==> src/include/tpd_pkg.sv <==
// constants and types shared by the trace pixel detector design
`default_nettype none
package tpd_pkg;
  localparam int TPD_PIXELS     = 711;  // trace positions per sweep
  localparam int TPD_IDXW       = 10;   // width of a pixel index
  localparam int TPD_FRAC       = 8;    // fraction bits of the video filter
  localparam int TPD_FIFO_DEPTH = 32;   // result buffer words
  localparam logic [TPD_IDXW-1:0] TPD_IDX_LAST  = 10'h2c6;  // index 710
  localparam logic [TPD_IDXW-1:0] TPD_IDX_RESET = 10'h000;  // first pixel

  // detector selection
  typedef enum logic [1:0] {
    MODE_MAX    = 2'h0,
    MODE_SAMPLE = 2'h1,
    MODE_RMS    = 2'h2,
    MODE_MAXMIN = 2'h3
  } tpd_mode_t;

  // group engine states, one-hot
  typedef enum logic [3:0] {
    ST_ACC  = 4'h1,
    ST_DIV  = 4'h2,
    ST_SQRT = 4'h4,
    ST_PUSH = 4'h8
  } tpd_state_t;
endpackage : tpd_pkg
`default_nettype wire

==> src/rtl/tpd_fifo.sv <==
// result buffer with registered ready and registered output stage
`timescale 1ns/1ps
`default_nettype none
module tpd_fifo #(
  parameter int W     = 8,
  parameter int DEPTH = 32
) (
  // clock and reset
  input  wire logic         clk,
  input  wire logic         rst_n,
  // filling side
  input  wire logic         in_valid,
  output var  logic         in_ready,
  input  wire logic [W-1:0] in_data,
  // draining side
  output var  logic         out_valid,
  input  wire logic         out_ready,
  output var  logic [W-1:0] out_data
);
  localparam int PW = $clog2(DEPTH);

  // depth must be a power of two so the pointers wrap on their own
  if (DEPTH < 2 || (1 << PW) != DEPTH) begin : g_bad_depth
    $error("tpd_fifo: DEPTH must be a power of two, at least 2");
  end

  logic [W-1:0]  mem [DEPTH];   // storage words
  logic [PW-1:0] wr_ptr;        // next slot to write
  logic [PW-1:0] rd_ptr;        // next slot to read
  logic [PW:0]   count;         // words held in storage
  logic [PW-1:0] next_wr_ptr;
  logic [PW-1:0] next_rd_ptr;
  logic [PW:0]   next_count;
  logic          next_in_ready;
  logic          next_out_valid;
  logic [W-1:0]  next_out_data;
  logic          push;
  logic          load;

  // pointer and output stage update
  always_comb begin
    push           = in_valid && in_ready;
    load           = (count != '0) && (!out_valid || out_ready);
    next_wr_ptr    = push ? wr_ptr + 1'b1 : wr_ptr;
    next_rd_ptr    = load ? rd_ptr + 1'b1 : rd_ptr;
    next_count     = count + {{PW{1'b0}}, push} - {{PW{1'b0}}, load};
    // ready is registered, so it looks at the count one cycle ahead
    next_in_ready  = next_count < (PW+1)'(DEPTH);
    next_out_valid = out_valid && !out_ready;
    next_out_data  = out_data;
    if (load) begin
      next_out_valid = 1'b1;
      next_out_data  = mem[rd_ptr];
    end
  end

  // state registers; storage words need no reset
  always_ff @(posedge clk or negedge rst_n) begin
    if (!rst_n) begin
      wr_ptr    <= '0;
      rd_ptr    <= '0;
      count     <= '0;
      in_ready  <= 1'b1;
      out_valid <= 1'b0;
      out_data  <= '0;
    end else begin
      wr_ptr    <= next_wr_ptr;
      rd_ptr    <= next_rd_ptr;
      count     <= next_count;
      in_ready  <= next_in_ready;
      out_valid <= next_out_valid;
      out_data  <= next_out_data;
    end
  end

  // storage write
  always_ff @(posedge clk) begin
    if (push) begin
      mem[wr_ptr] <= in_data;
    end
  end
endmodule : tpd_fifo
`default_nettype wire

==> src/rtl/tpd_trace_pixel_detector.sv <==
// video filter and pixel detector that build a 711-point display trace
`timescale 1ns/1ps
`default_nettype none
module tpd_trace_pixel_detector #(
  parameter int DW         = 16,
  parameter int NW         = 16,
  parameter int SHW        = 4,
  parameter int FIFO_DEPTH = tpd_pkg::TPD_FIFO_DEPTH
) (
  // clock and reset
  input  wire logic                          clk,
  input  wire logic                          rst_n,
  // envelope sample stream
  input  wire logic                          in_valid,
  input  wire logic [DW-1:0]                 in_data,
  output var  logic                          in_ready,
  // configuration
  input  wire logic [SHW-1:0]                vid_shift,
  input  wire tpd_pkg::tpd_mode_t            det_mode,
  input  wire logic [NW-1:0]                 samples_per_pixel,
  // pixel result stream
  output var  logic                          pix_valid,
  input  wire logic                          pix_ready,
  output var  logic [DW-1:0]                 pix_value,
  output var  logic [DW-1:0]                 pix_min,
  output var  logic [tpd_pkg::TPD_IDXW-1:0]  pix_index,
  output var  logic                          pix_last
);
  import tpd_pkg::*;

  localparam int ACCW = DW + TPD_FRAC;          // filter state width
  localparam int SW   = 2 * DW + NW;            // sum of squares width
  localparam int STW  = $clog2(SW + 1);         // iteration counter width
  localparam int RW   = 1 + TPD_IDXW + 2 * DW;  // buffered result width

  if (DW < 2 || NW < 1 || SHW < 1 || SHW > 6) begin : g_bad_param
    $error("tpd_trace_pixel_detector: unsupported width parameter");
  end
  // a zero group size would never close a pixel, so treat it as one
  function automatic logic [NW-1:0] group_len(input logic [NW-1:0] n);
    return (n == '0) ? NW'(1) : n;
  endfunction : group_len

  tpd_state_t              state;      // group engine state
  tpd_mode_t               mode_q;     // mode held for the whole group
  logic [NW-1:0]           n_q;        // group size held for the group
  logic [NW-1:0]           grp_cnt;    // samples taken in this group
  logic [DW-1:0]           grp_max;    // running largest value
  logic [DW-1:0]           grp_min;    // running smallest value
  logic [DW-1:0]           grp_first;  // first value of the group
  logic [SW-1:0]           sumsq;      // running sum of squares
  logic [ACCW-1:0]         filt_acc;   // video filter state
  logic [TPD_IDXW-1:0]     pix_idx;    // pixel being built
  logic [NW:0]             dv_rem;     // divider remainder
  logic [SW-1:0]           dv_q;       // dividend shifting into quotient
  logic [STW-1:0]          steps;      // divider and root iterations
  logic [2*DW-1:0]         sq_rad;     // radicand, shifted two bits a step
  logic [DW+1:0]           sq_rem;     // root remainder
  logic [DW-1:0]           sq_root;    // root being built
  logic [DW-1:0]           res_val, res_min; // result waiting for buffer
  logic [TPD_IDXW-1:0]     res_idx;
  logic                    res_last;
  logic                    res_valid;
  logic                    fifo_ready; // buffer can take a result
  // next values, one per register above
  tpd_state_t              next_state;
  tpd_mode_t               next_mode_q;
  logic [NW-1:0]           next_n_q, next_grp_cnt;
  logic [DW-1:0]           next_grp_max, next_grp_min, next_grp_first;
  logic [SW-1:0]           next_sumsq, next_dv_q;
  logic [ACCW-1:0]         next_filt_acc;
  logic [TPD_IDXW-1:0]     next_pix_idx, next_res_idx;
  logic [NW:0]             next_dv_rem;
  logic [STW-1:0]          next_steps;
  logic [2*DW-1:0]         next_sq_rad;
  logic [DW+1:0]           next_sq_rem;
  logic [DW-1:0]           next_sq_root, next_res_val, next_res_min;
  logic                    next_res_last, next_res_valid, next_in_ready;
  logic                    take;       // sample accepted this cycle
  logic                    first;      // sample opens a new group
  logic                    grp_end;    // sample closes the group
  logic signed [ACCW+1:0]  diff, fsum; // filter error term and sum
  logic [DW-1:0]           new_y;      // filtered sample
  logic [2*DW-1:0]         sq;         // square of filtered sample
  logic [NW:0]             dv_trial;   // shifted divider remainder
  logic [DW+2:0]           sq_trial, sq_test; // root trial and test
  // filter, detector and result engine
  always_comb begin
    next_state     = state;
    next_mode_q    = mode_q;
    next_n_q       = n_q;
    next_grp_cnt   = grp_cnt;
    next_grp_max   = grp_max;
    next_grp_min   = grp_min;
    next_grp_first = grp_first;
    next_sumsq     = sumsq;
    next_filt_acc  = filt_acc;
    next_pix_idx   = pix_idx;
    next_dv_rem    = dv_rem;
    next_dv_q      = dv_q;
    next_steps     = steps;
    next_sq_rad    = sq_rad;
    next_sq_rem    = sq_rem;
    next_sq_root   = sq_root;
    next_res_val   = res_val;
    next_res_min   = res_min;
    next_res_idx   = res_idx;
    next_res_last  = res_last;
    next_res_valid = res_valid;
    // unsigned amplitude in, no phase carried
    take  = in_valid && in_ready;
    first = (grp_cnt == '0);
    // first-order lowpass, cutoff falls as vid_shift rises
    diff  = $signed({2'b00, in_data, {TPD_FRAC{1'b0}}})
          - $signed({2'b00, filt_acc});
    fsum  = $signed({2'b00, filt_acc}) + (diff >>> vid_shift);
    new_y = fsum[ACCW-1:TPD_FRAC];
    sq    = (2*DW)'(new_y) * (2*DW)'(new_y);
    grp_end  = (grp_cnt == (first ? group_len(samples_per_pixel) : n_q)
                - NW'(1));
    dv_trial = {dv_rem[NW-1:0], dv_q[SW-1]};
    // remainder never exceeds twice the root, so DW+1 bits carry it
    sq_test  = {sq_rem[DW:0], sq_rad[2*DW-1:2*DW-2]};
    sq_trial = {1'b0, sq_root, 2'b01};
    case (state)
      ST_ACC: begin
        if (take) begin
          next_filt_acc = fsum[ACCW-1:0];
          // contiguous groups of n samples
          next_grp_cnt  = grp_end ? '0 : grp_cnt + NW'(1);
          if (first) begin
            // group settings freeze at its first sample
            next_mode_q    = det_mode;
            next_n_q       = group_len(samples_per_pixel);
            next_grp_max   = new_y;
            next_grp_min   = new_y;
            next_grp_first = new_y;
            next_sumsq     = SW'(sq);
          end else begin
            if (new_y > grp_max) next_grp_max = new_y;
            if (new_y < grp_min) next_grp_min = new_y;
            next_sumsq = sumsq + SW'(sq);
          end
          if (grp_end) begin
            // reduce the group to one pixel result
            next_res_idx  = pix_idx;
            next_res_last = (pix_idx == TPD_IDX_LAST);
            next_res_min  = next_grp_min;
            next_steps    = '0;
            case (first ? det_mode : mode_q)
              MODE_SAMPLE: next_res_val = next_grp_first;
              MODE_RMS:    next_res_val = '0;
              default:     next_res_val = next_grp_max;
            endcase
            if ((first ? det_mode : mode_q) == MODE_RMS) begin
              // mean of squares first, then its root
              next_dv_rem = '0;
              next_dv_q   = next_sumsq;
              next_state  = ST_DIV;
            end else begin
              next_res_valid = 1'b1;
              next_state     = ST_PUSH;
            end
          end
        end
      end
      ST_DIV: begin
        // restoring divide, one quotient bit a cycle
        next_dv_rem = dv_trial;
        next_dv_q   = {dv_q[SW-2:0], 1'b0};
        if (dv_trial >= {1'b0, n_q}) begin
          next_dv_rem = dv_trial - {1'b0, n_q};
          next_dv_q   = {dv_q[SW-2:0], 1'b1};
        end
        next_steps = steps + STW'(1);
        if (steps == STW'(SW - 1)) begin
          next_steps   = '0;
          next_sq_rad  = next_dv_q[2*DW-1:0];
          next_sq_rem  = '0;
          next_sq_root = '0;
          next_state   = ST_SQRT;
        end
      end
      ST_SQRT: begin
        // digit-by-digit integer square root
        next_sq_rad  = {sq_rad[2*DW-3:0], 2'b00};
        next_sq_rem  = sq_test[DW+1:0];
        next_sq_root = {sq_root[DW-2:0], 1'b0};
        if (sq_test >= sq_trial) begin
          next_sq_rem  = (DW+2)'(sq_test - sq_trial);
          next_sq_root = {sq_root[DW-2:0], 1'b1};
        end
        next_steps = steps + STW'(1);
        if (steps == STW'(DW - 1)) begin
          next_res_val   = next_sq_root;
          next_res_valid = 1'b1;
          next_state     = ST_PUSH;
        end
      end
      ST_PUSH: begin
        // hold the result until the buffer takes it
        if (res_valid && fifo_ready) begin
          next_res_valid = 1'b0;
          // 711 positions per sweep, then wrap
          next_pix_idx = (pix_idx == TPD_IDX_LAST) ? TPD_IDX_RESET
                                                   : pix_idx + 1'b1;
          next_state   = ST_ACC;
        end
      end
      default: next_state = ST_ACC;
    endcase
    // samples stall while a result is worked out or waits
    next_in_ready = (next_state == ST_ACC);
  end
  // engine registers
  always_ff @(posedge clk or negedge rst_n) begin
    if (!rst_n) begin
      state <= ST_ACC;      mode_q <= MODE_MAX;    n_q <= NW'(1);
      grp_cnt <= '0;        grp_max <= '0;         grp_min <= '0;
      grp_first <= '0;      sumsq <= '0;           filt_acc <= '0;
      pix_idx <= TPD_IDX_RESET;                    dv_rem <= '0;
      dv_q <= '0;           steps <= '0;           sq_rad <= '0;
      sq_rem <= '0;         sq_root <= '0;         res_val <= '0;
      res_min <= '0;        res_idx <= '0;         res_last <= 1'b0;
      res_valid <= 1'b0;    in_ready <= 1'b1;
    end else begin
      state <= next_state;  mode_q <= next_mode_q; n_q <= next_n_q;
      grp_cnt <= next_grp_cnt;      grp_max <= next_grp_max;
      grp_min <= next_grp_min;      grp_first <= next_grp_first;
      sumsq <= next_sumsq;          filt_acc <= next_filt_acc;
      pix_idx <= next_pix_idx;      dv_rem <= next_dv_rem;
      dv_q <= next_dv_q;            steps <= next_steps;
      sq_rad <= next_sq_rad;        sq_rem <= next_sq_rem;
      sq_root <= next_sq_root;      res_val <= next_res_val;
      res_min <= next_res_min;      res_idx <= next_res_idx;
      res_last <= next_res_last;    res_valid <= next_res_valid;
      in_ready <= next_in_ready;
    end
  end
  // result buffer; its outputs are flops and feed the pixel port
  logic [RW-1:0] fifo_out;
  tpd_fifo #(.W(RW), .DEPTH(FIFO_DEPTH)) tpd_fifo_inst (
    .clk      (clk),
    .rst_n    (rst_n),
    .in_valid (res_valid),
    .in_ready (fifo_ready),
    .in_data  ({res_last, res_idx, res_min, res_val}),
    .out_valid(pix_valid),
    .out_ready(pix_ready),
    .out_data (fifo_out)
  );
  assign {pix_last, pix_index, pix_min, pix_value} = fifo_out;
endmodule : tpd_trace_pixel_detector
`default_nettype wire

==> config.mk <==
export PLATFORM = sky130hd
export DESIGN_NAME = tpd_trace_pixel_detector
export DESIGN_NICKNAME = d
export VERILOG_FILES = /design/src/include/tpd_pkg.sv /design/src/rtl/tpd_fifo.sv /design/src/rtl/tpd_trace_pixel_detector.sv
export SDC_FILE = /design/constraint.sdc
export NUM_CORES = 2
export LEC_CHECK = 0
export ABC_AREA = 1
export BUFFER_PORTS_ARGS = -buffer_cell sky130_fd_sc_hd__buf_2
export CAP_MARGIN = 20
export CORE_ASPECT_RATIO = 1.25
export CORE_MARGIN = 8
export CORE_UTILIZATION = 60
export CTS_CLUSTER_SIZE = 16
export DETAILED_ROUTE_END_ITERATION = 6
export PLACE_DENSITY = 0.84
export SLEW_MARGIN = 20
export SYNTH_ARGS = -nofsm -noshare
export SYNTH_HDL_FRONTEND = slang
export SYNTH_SLANG_ARGS = --single-unit
==> constraint.sdc <==
create_clock -name clk -period 16.2 [get_ports clk]
set_clock_uncertainty 0.2 [all_clocks]
set_input_delay 0.81 -clock clk [delete_from_list [all_inputs] [get_ports clk]]
set_output_delay 0.81 -clock clk [all_outputs]
set_load 0.01 [all_outputs]
==> summary.md <==
| Metric | Value |
|---|---|
| Yosys top cell area share | 0.4743 |
| CTS tree | built |
| Die X-Extent | between 300 and 400 um |
| DRT antenna net count | 0 |
| Layout cells sized above 1 | 0.06781 |
| Synth area leader | edfxtp_1 |
| Syn Nets | between 8000 and 9000 |
| Worst slew margin | 0.1731 |
| H-tree depth reported by CTS | 4 |
| Post-CTS resize count | 0 |
| Largest stage delay, worst path | roughly 0.74 ns |
| Hold_buf cts | 2 |
| CTS Buffer Depth | 3 |
| CTS clk-pin slew, worst paths | roughly 0.060 ns |
| Sequential-to-total area share from yosys stat | 0.5918 |
| TritonCTS buffer count | ~170 |
| IO Port Bufs | 86 |
| Final Max Tran Viols | 0 |
| Syn Inst Count | ~8400 |
| First-pass GRT wire length | 384.4 mm |
| Buf/Inv on CP | 9 |
| Initial DRC count | a little over 9000 |
| Root buffer cell | clkbuf_16 |
| Sum of negative setup slack | 0 ns |
| Synth Register Bits | between 1500 and 2000 |
| Die height | roughly 440 um |
| HP Class | in2reg |
| Max-cap violations | 0 |
| Cell mode on critical path | nand2_1 |
| Setup slack after layout | between 2 and 2.5 ns |
| Gp weighted congestion | ~0.94 |
| Vias in the first global route | 66995 |
| Crit path time final | 14.01 ns |
| Dominant synthesized flop cell | edfxtp_1 |
| DP Wirelength | around 150 mm |
| DRC viols | 12 |
| CP max stage cell | clkinv_1 |
| Drt total wl | about 250 mm |
| Yosys cell types | 63 |
| Ports | 87 |
| CP required | 16.69 ns |
| Top delay family on crit path | adder cells |
| Setup violators final | 0 |
| Initial antenna violation count | 8 |
| Area contributors post-synth | edfxtp_1, dfrtp_1, o21ai_0, nand2_1, nor2_1 |
| Setup bufs post-CTS | 0 |
| Initial core utilization | 0.6031 |
| Worst slew pin tran | 1.234 ns |
| 1st-pass router iterations | 7 |
| RSZ-0062 raised after global routing | no |
| Final #Nets | 8817 |
| Routed len/inst | ~24 um |
| Failing checks | design-rule violations |
| Most common cell in the netlist | edfxtp_1 |
| Routed vias | between 60000 and 70000 |
| Yosys warns | 0 |
| Worst setup EP type | register |
| Area delta synth->final | 9.221% |
| Filler Cell Count | a little over 10000 |
| Hold WS | between 0.15 and 0.2 ns |
| Tot GR Track Use | 0.3155 |
| Fmax | between 0.07 and 0.08 GHz |
| Core area | 144400 um^2 |
| Via density | about 6.4 |
| Final Hold Fails | 0 |
| Clock Latency Late Sink | approximately 0.84 ns |
| Synth cell count leaders | edfxtp_1, nand2_1, nor2_1 |
| Crit Path Max Fanout | 13 |
| Mapped Area | around 87000 um^2 |
| Setup WS pre-CTS | between 1.5 and 2 ns |
| Die footprint | 157700 um^2 |
| Mean Syn Cell Area | 10.33 um^2 |
| Largest net degree at the start of global routing | roughly 210 |
| FFs w/ async S/R, synth | 0.2291 |
| Final period util | 0.8648 |
| Grt ovf | 0 |
| Clock sink count | ~1800 |
| Critical path class | reg2reg |
| Outcome | finished, violations left |
| EDFF count, synth | roughly 1400 |
| Startpoint types | register |
| FP Rows | 156 |
| Arr. time, crit path | 14.50 ns |
worst register-to-register path, delay by kind of cell, from the launching register on:
kind / cells / cell delay [ns]
AO/OA/AOI/OAI: 15 / 3.03
XOR/XNOR: 2 / 0.48
adder cells (fa/ha/maj): 11 / 4.69
buffers and inverters: 9 / 1.27
flip-flops: 1 / 0.41
AND/OR/NAND/NOR: 22 / 3.84
routing by layer:
metal | wire length (um) | global-route usage
met5 | 13 | 0
met4 | 20400 | 0.2162
met3 | 25030 | 0.05886
met2 | 124100 | 0.5348
met1 | 84700 | 0.3618
final cells by class:
type	instances	area (um^2)	share of cell area
Tap cell	1896	2372	0.02493
Clock buffer	219	4501	0.04730
Clock inverter	92	1252	0.01316
Inverter	663	2511	0.02639
Antenna cell	4	10.01	0.0001052
Sequential cell	1785	51580	0.5421
Timing Repair Buffer	182	1264	0.01328
Multi-Input combinational cell	5553	31660	0.3327
cells by family after synthesis:
group / share of synthesized area
and+or+nand+nor: 0.1441
adders and majority gates: 0.07494
buffers and inverters: 0.04786
muxes: 0.0004596
DFF: 0.5918
AOI/OAI and AO/OA: 0.1261
xor gates and xnor gates: 0.01478
flip-flops by register name (all words and copies together) (netlist names), 17 cells and up:
register and count:
filt_acc 24, sq_rem 17, tpd_fifo_inst.out_data 43, dv_q 48, sumsq 48, sq_rad 32, tpd_fifo_inst.mem 1376
cell usage in the layout (no fill, tap or decap), types with 53 or more instances in the layout:
| master | count |
|---|---|
| nand3_1 | 300 |
| buf_4 | 87 |
| ha_1 | 261 |
| edfxtp_1 | 1376 |
| clkbuf_16 | 169 |
| nor2_1 | 1077 |
| o22ai_1 | 262 |
| o21ai_0 | 1105 |
| inv_1 | 634 |
| nand2_1 | 1366 |
| dfrtp_1 | 393 |
| a21oi_1 | 276 |
| xor2_1 | 94 |
| buf_2 | 85 |
| xnor2_1 | 53 |
| o221ai_1 | 143 |
| fa_1 | 163 |
| nand4_1 | 120 |
metrics by stage:
step / utilization / instance area (um^2) / cells
after CTS: 0.6581 / 95060 / 10387
after detailed placement: 0.6182 / 89290 / 10074
final: 0.6588 / 95150 / 10394
after global placement: 0.6182 / 89290 / 10074
after global routing: 0.6587 / 95150 / 10392
after floorplan: - / 87120 / 8436
path summary, 6_finish.rpt:
path                                                 start                    endpoint  cells past startpoint  slack [ns]
worst min-delay path                  samples_per_pixel[9]                      n_q[9]                      3        0.19
worst max register to register                 filt_acc[9]                    dv_q[41]                     59        2.19
min in group asynchronous                            rst_n                   sumsq[36]                      2        0.27
worst max-delay path                           filt_acc[9]                    dv_q[41]                     59        2.19
max in group asynchronous                            rst_n                  res_val[6]                      6       12.15
worst min register to register  tpd_fifo_inst.out_data[27]  tpd_fifo_inst.out_data[27]                      2        0.27
Power is left out: the tool's default activity adds up to more than one toggle a clock period on the data nets, which glitch-free logic cannot reach.
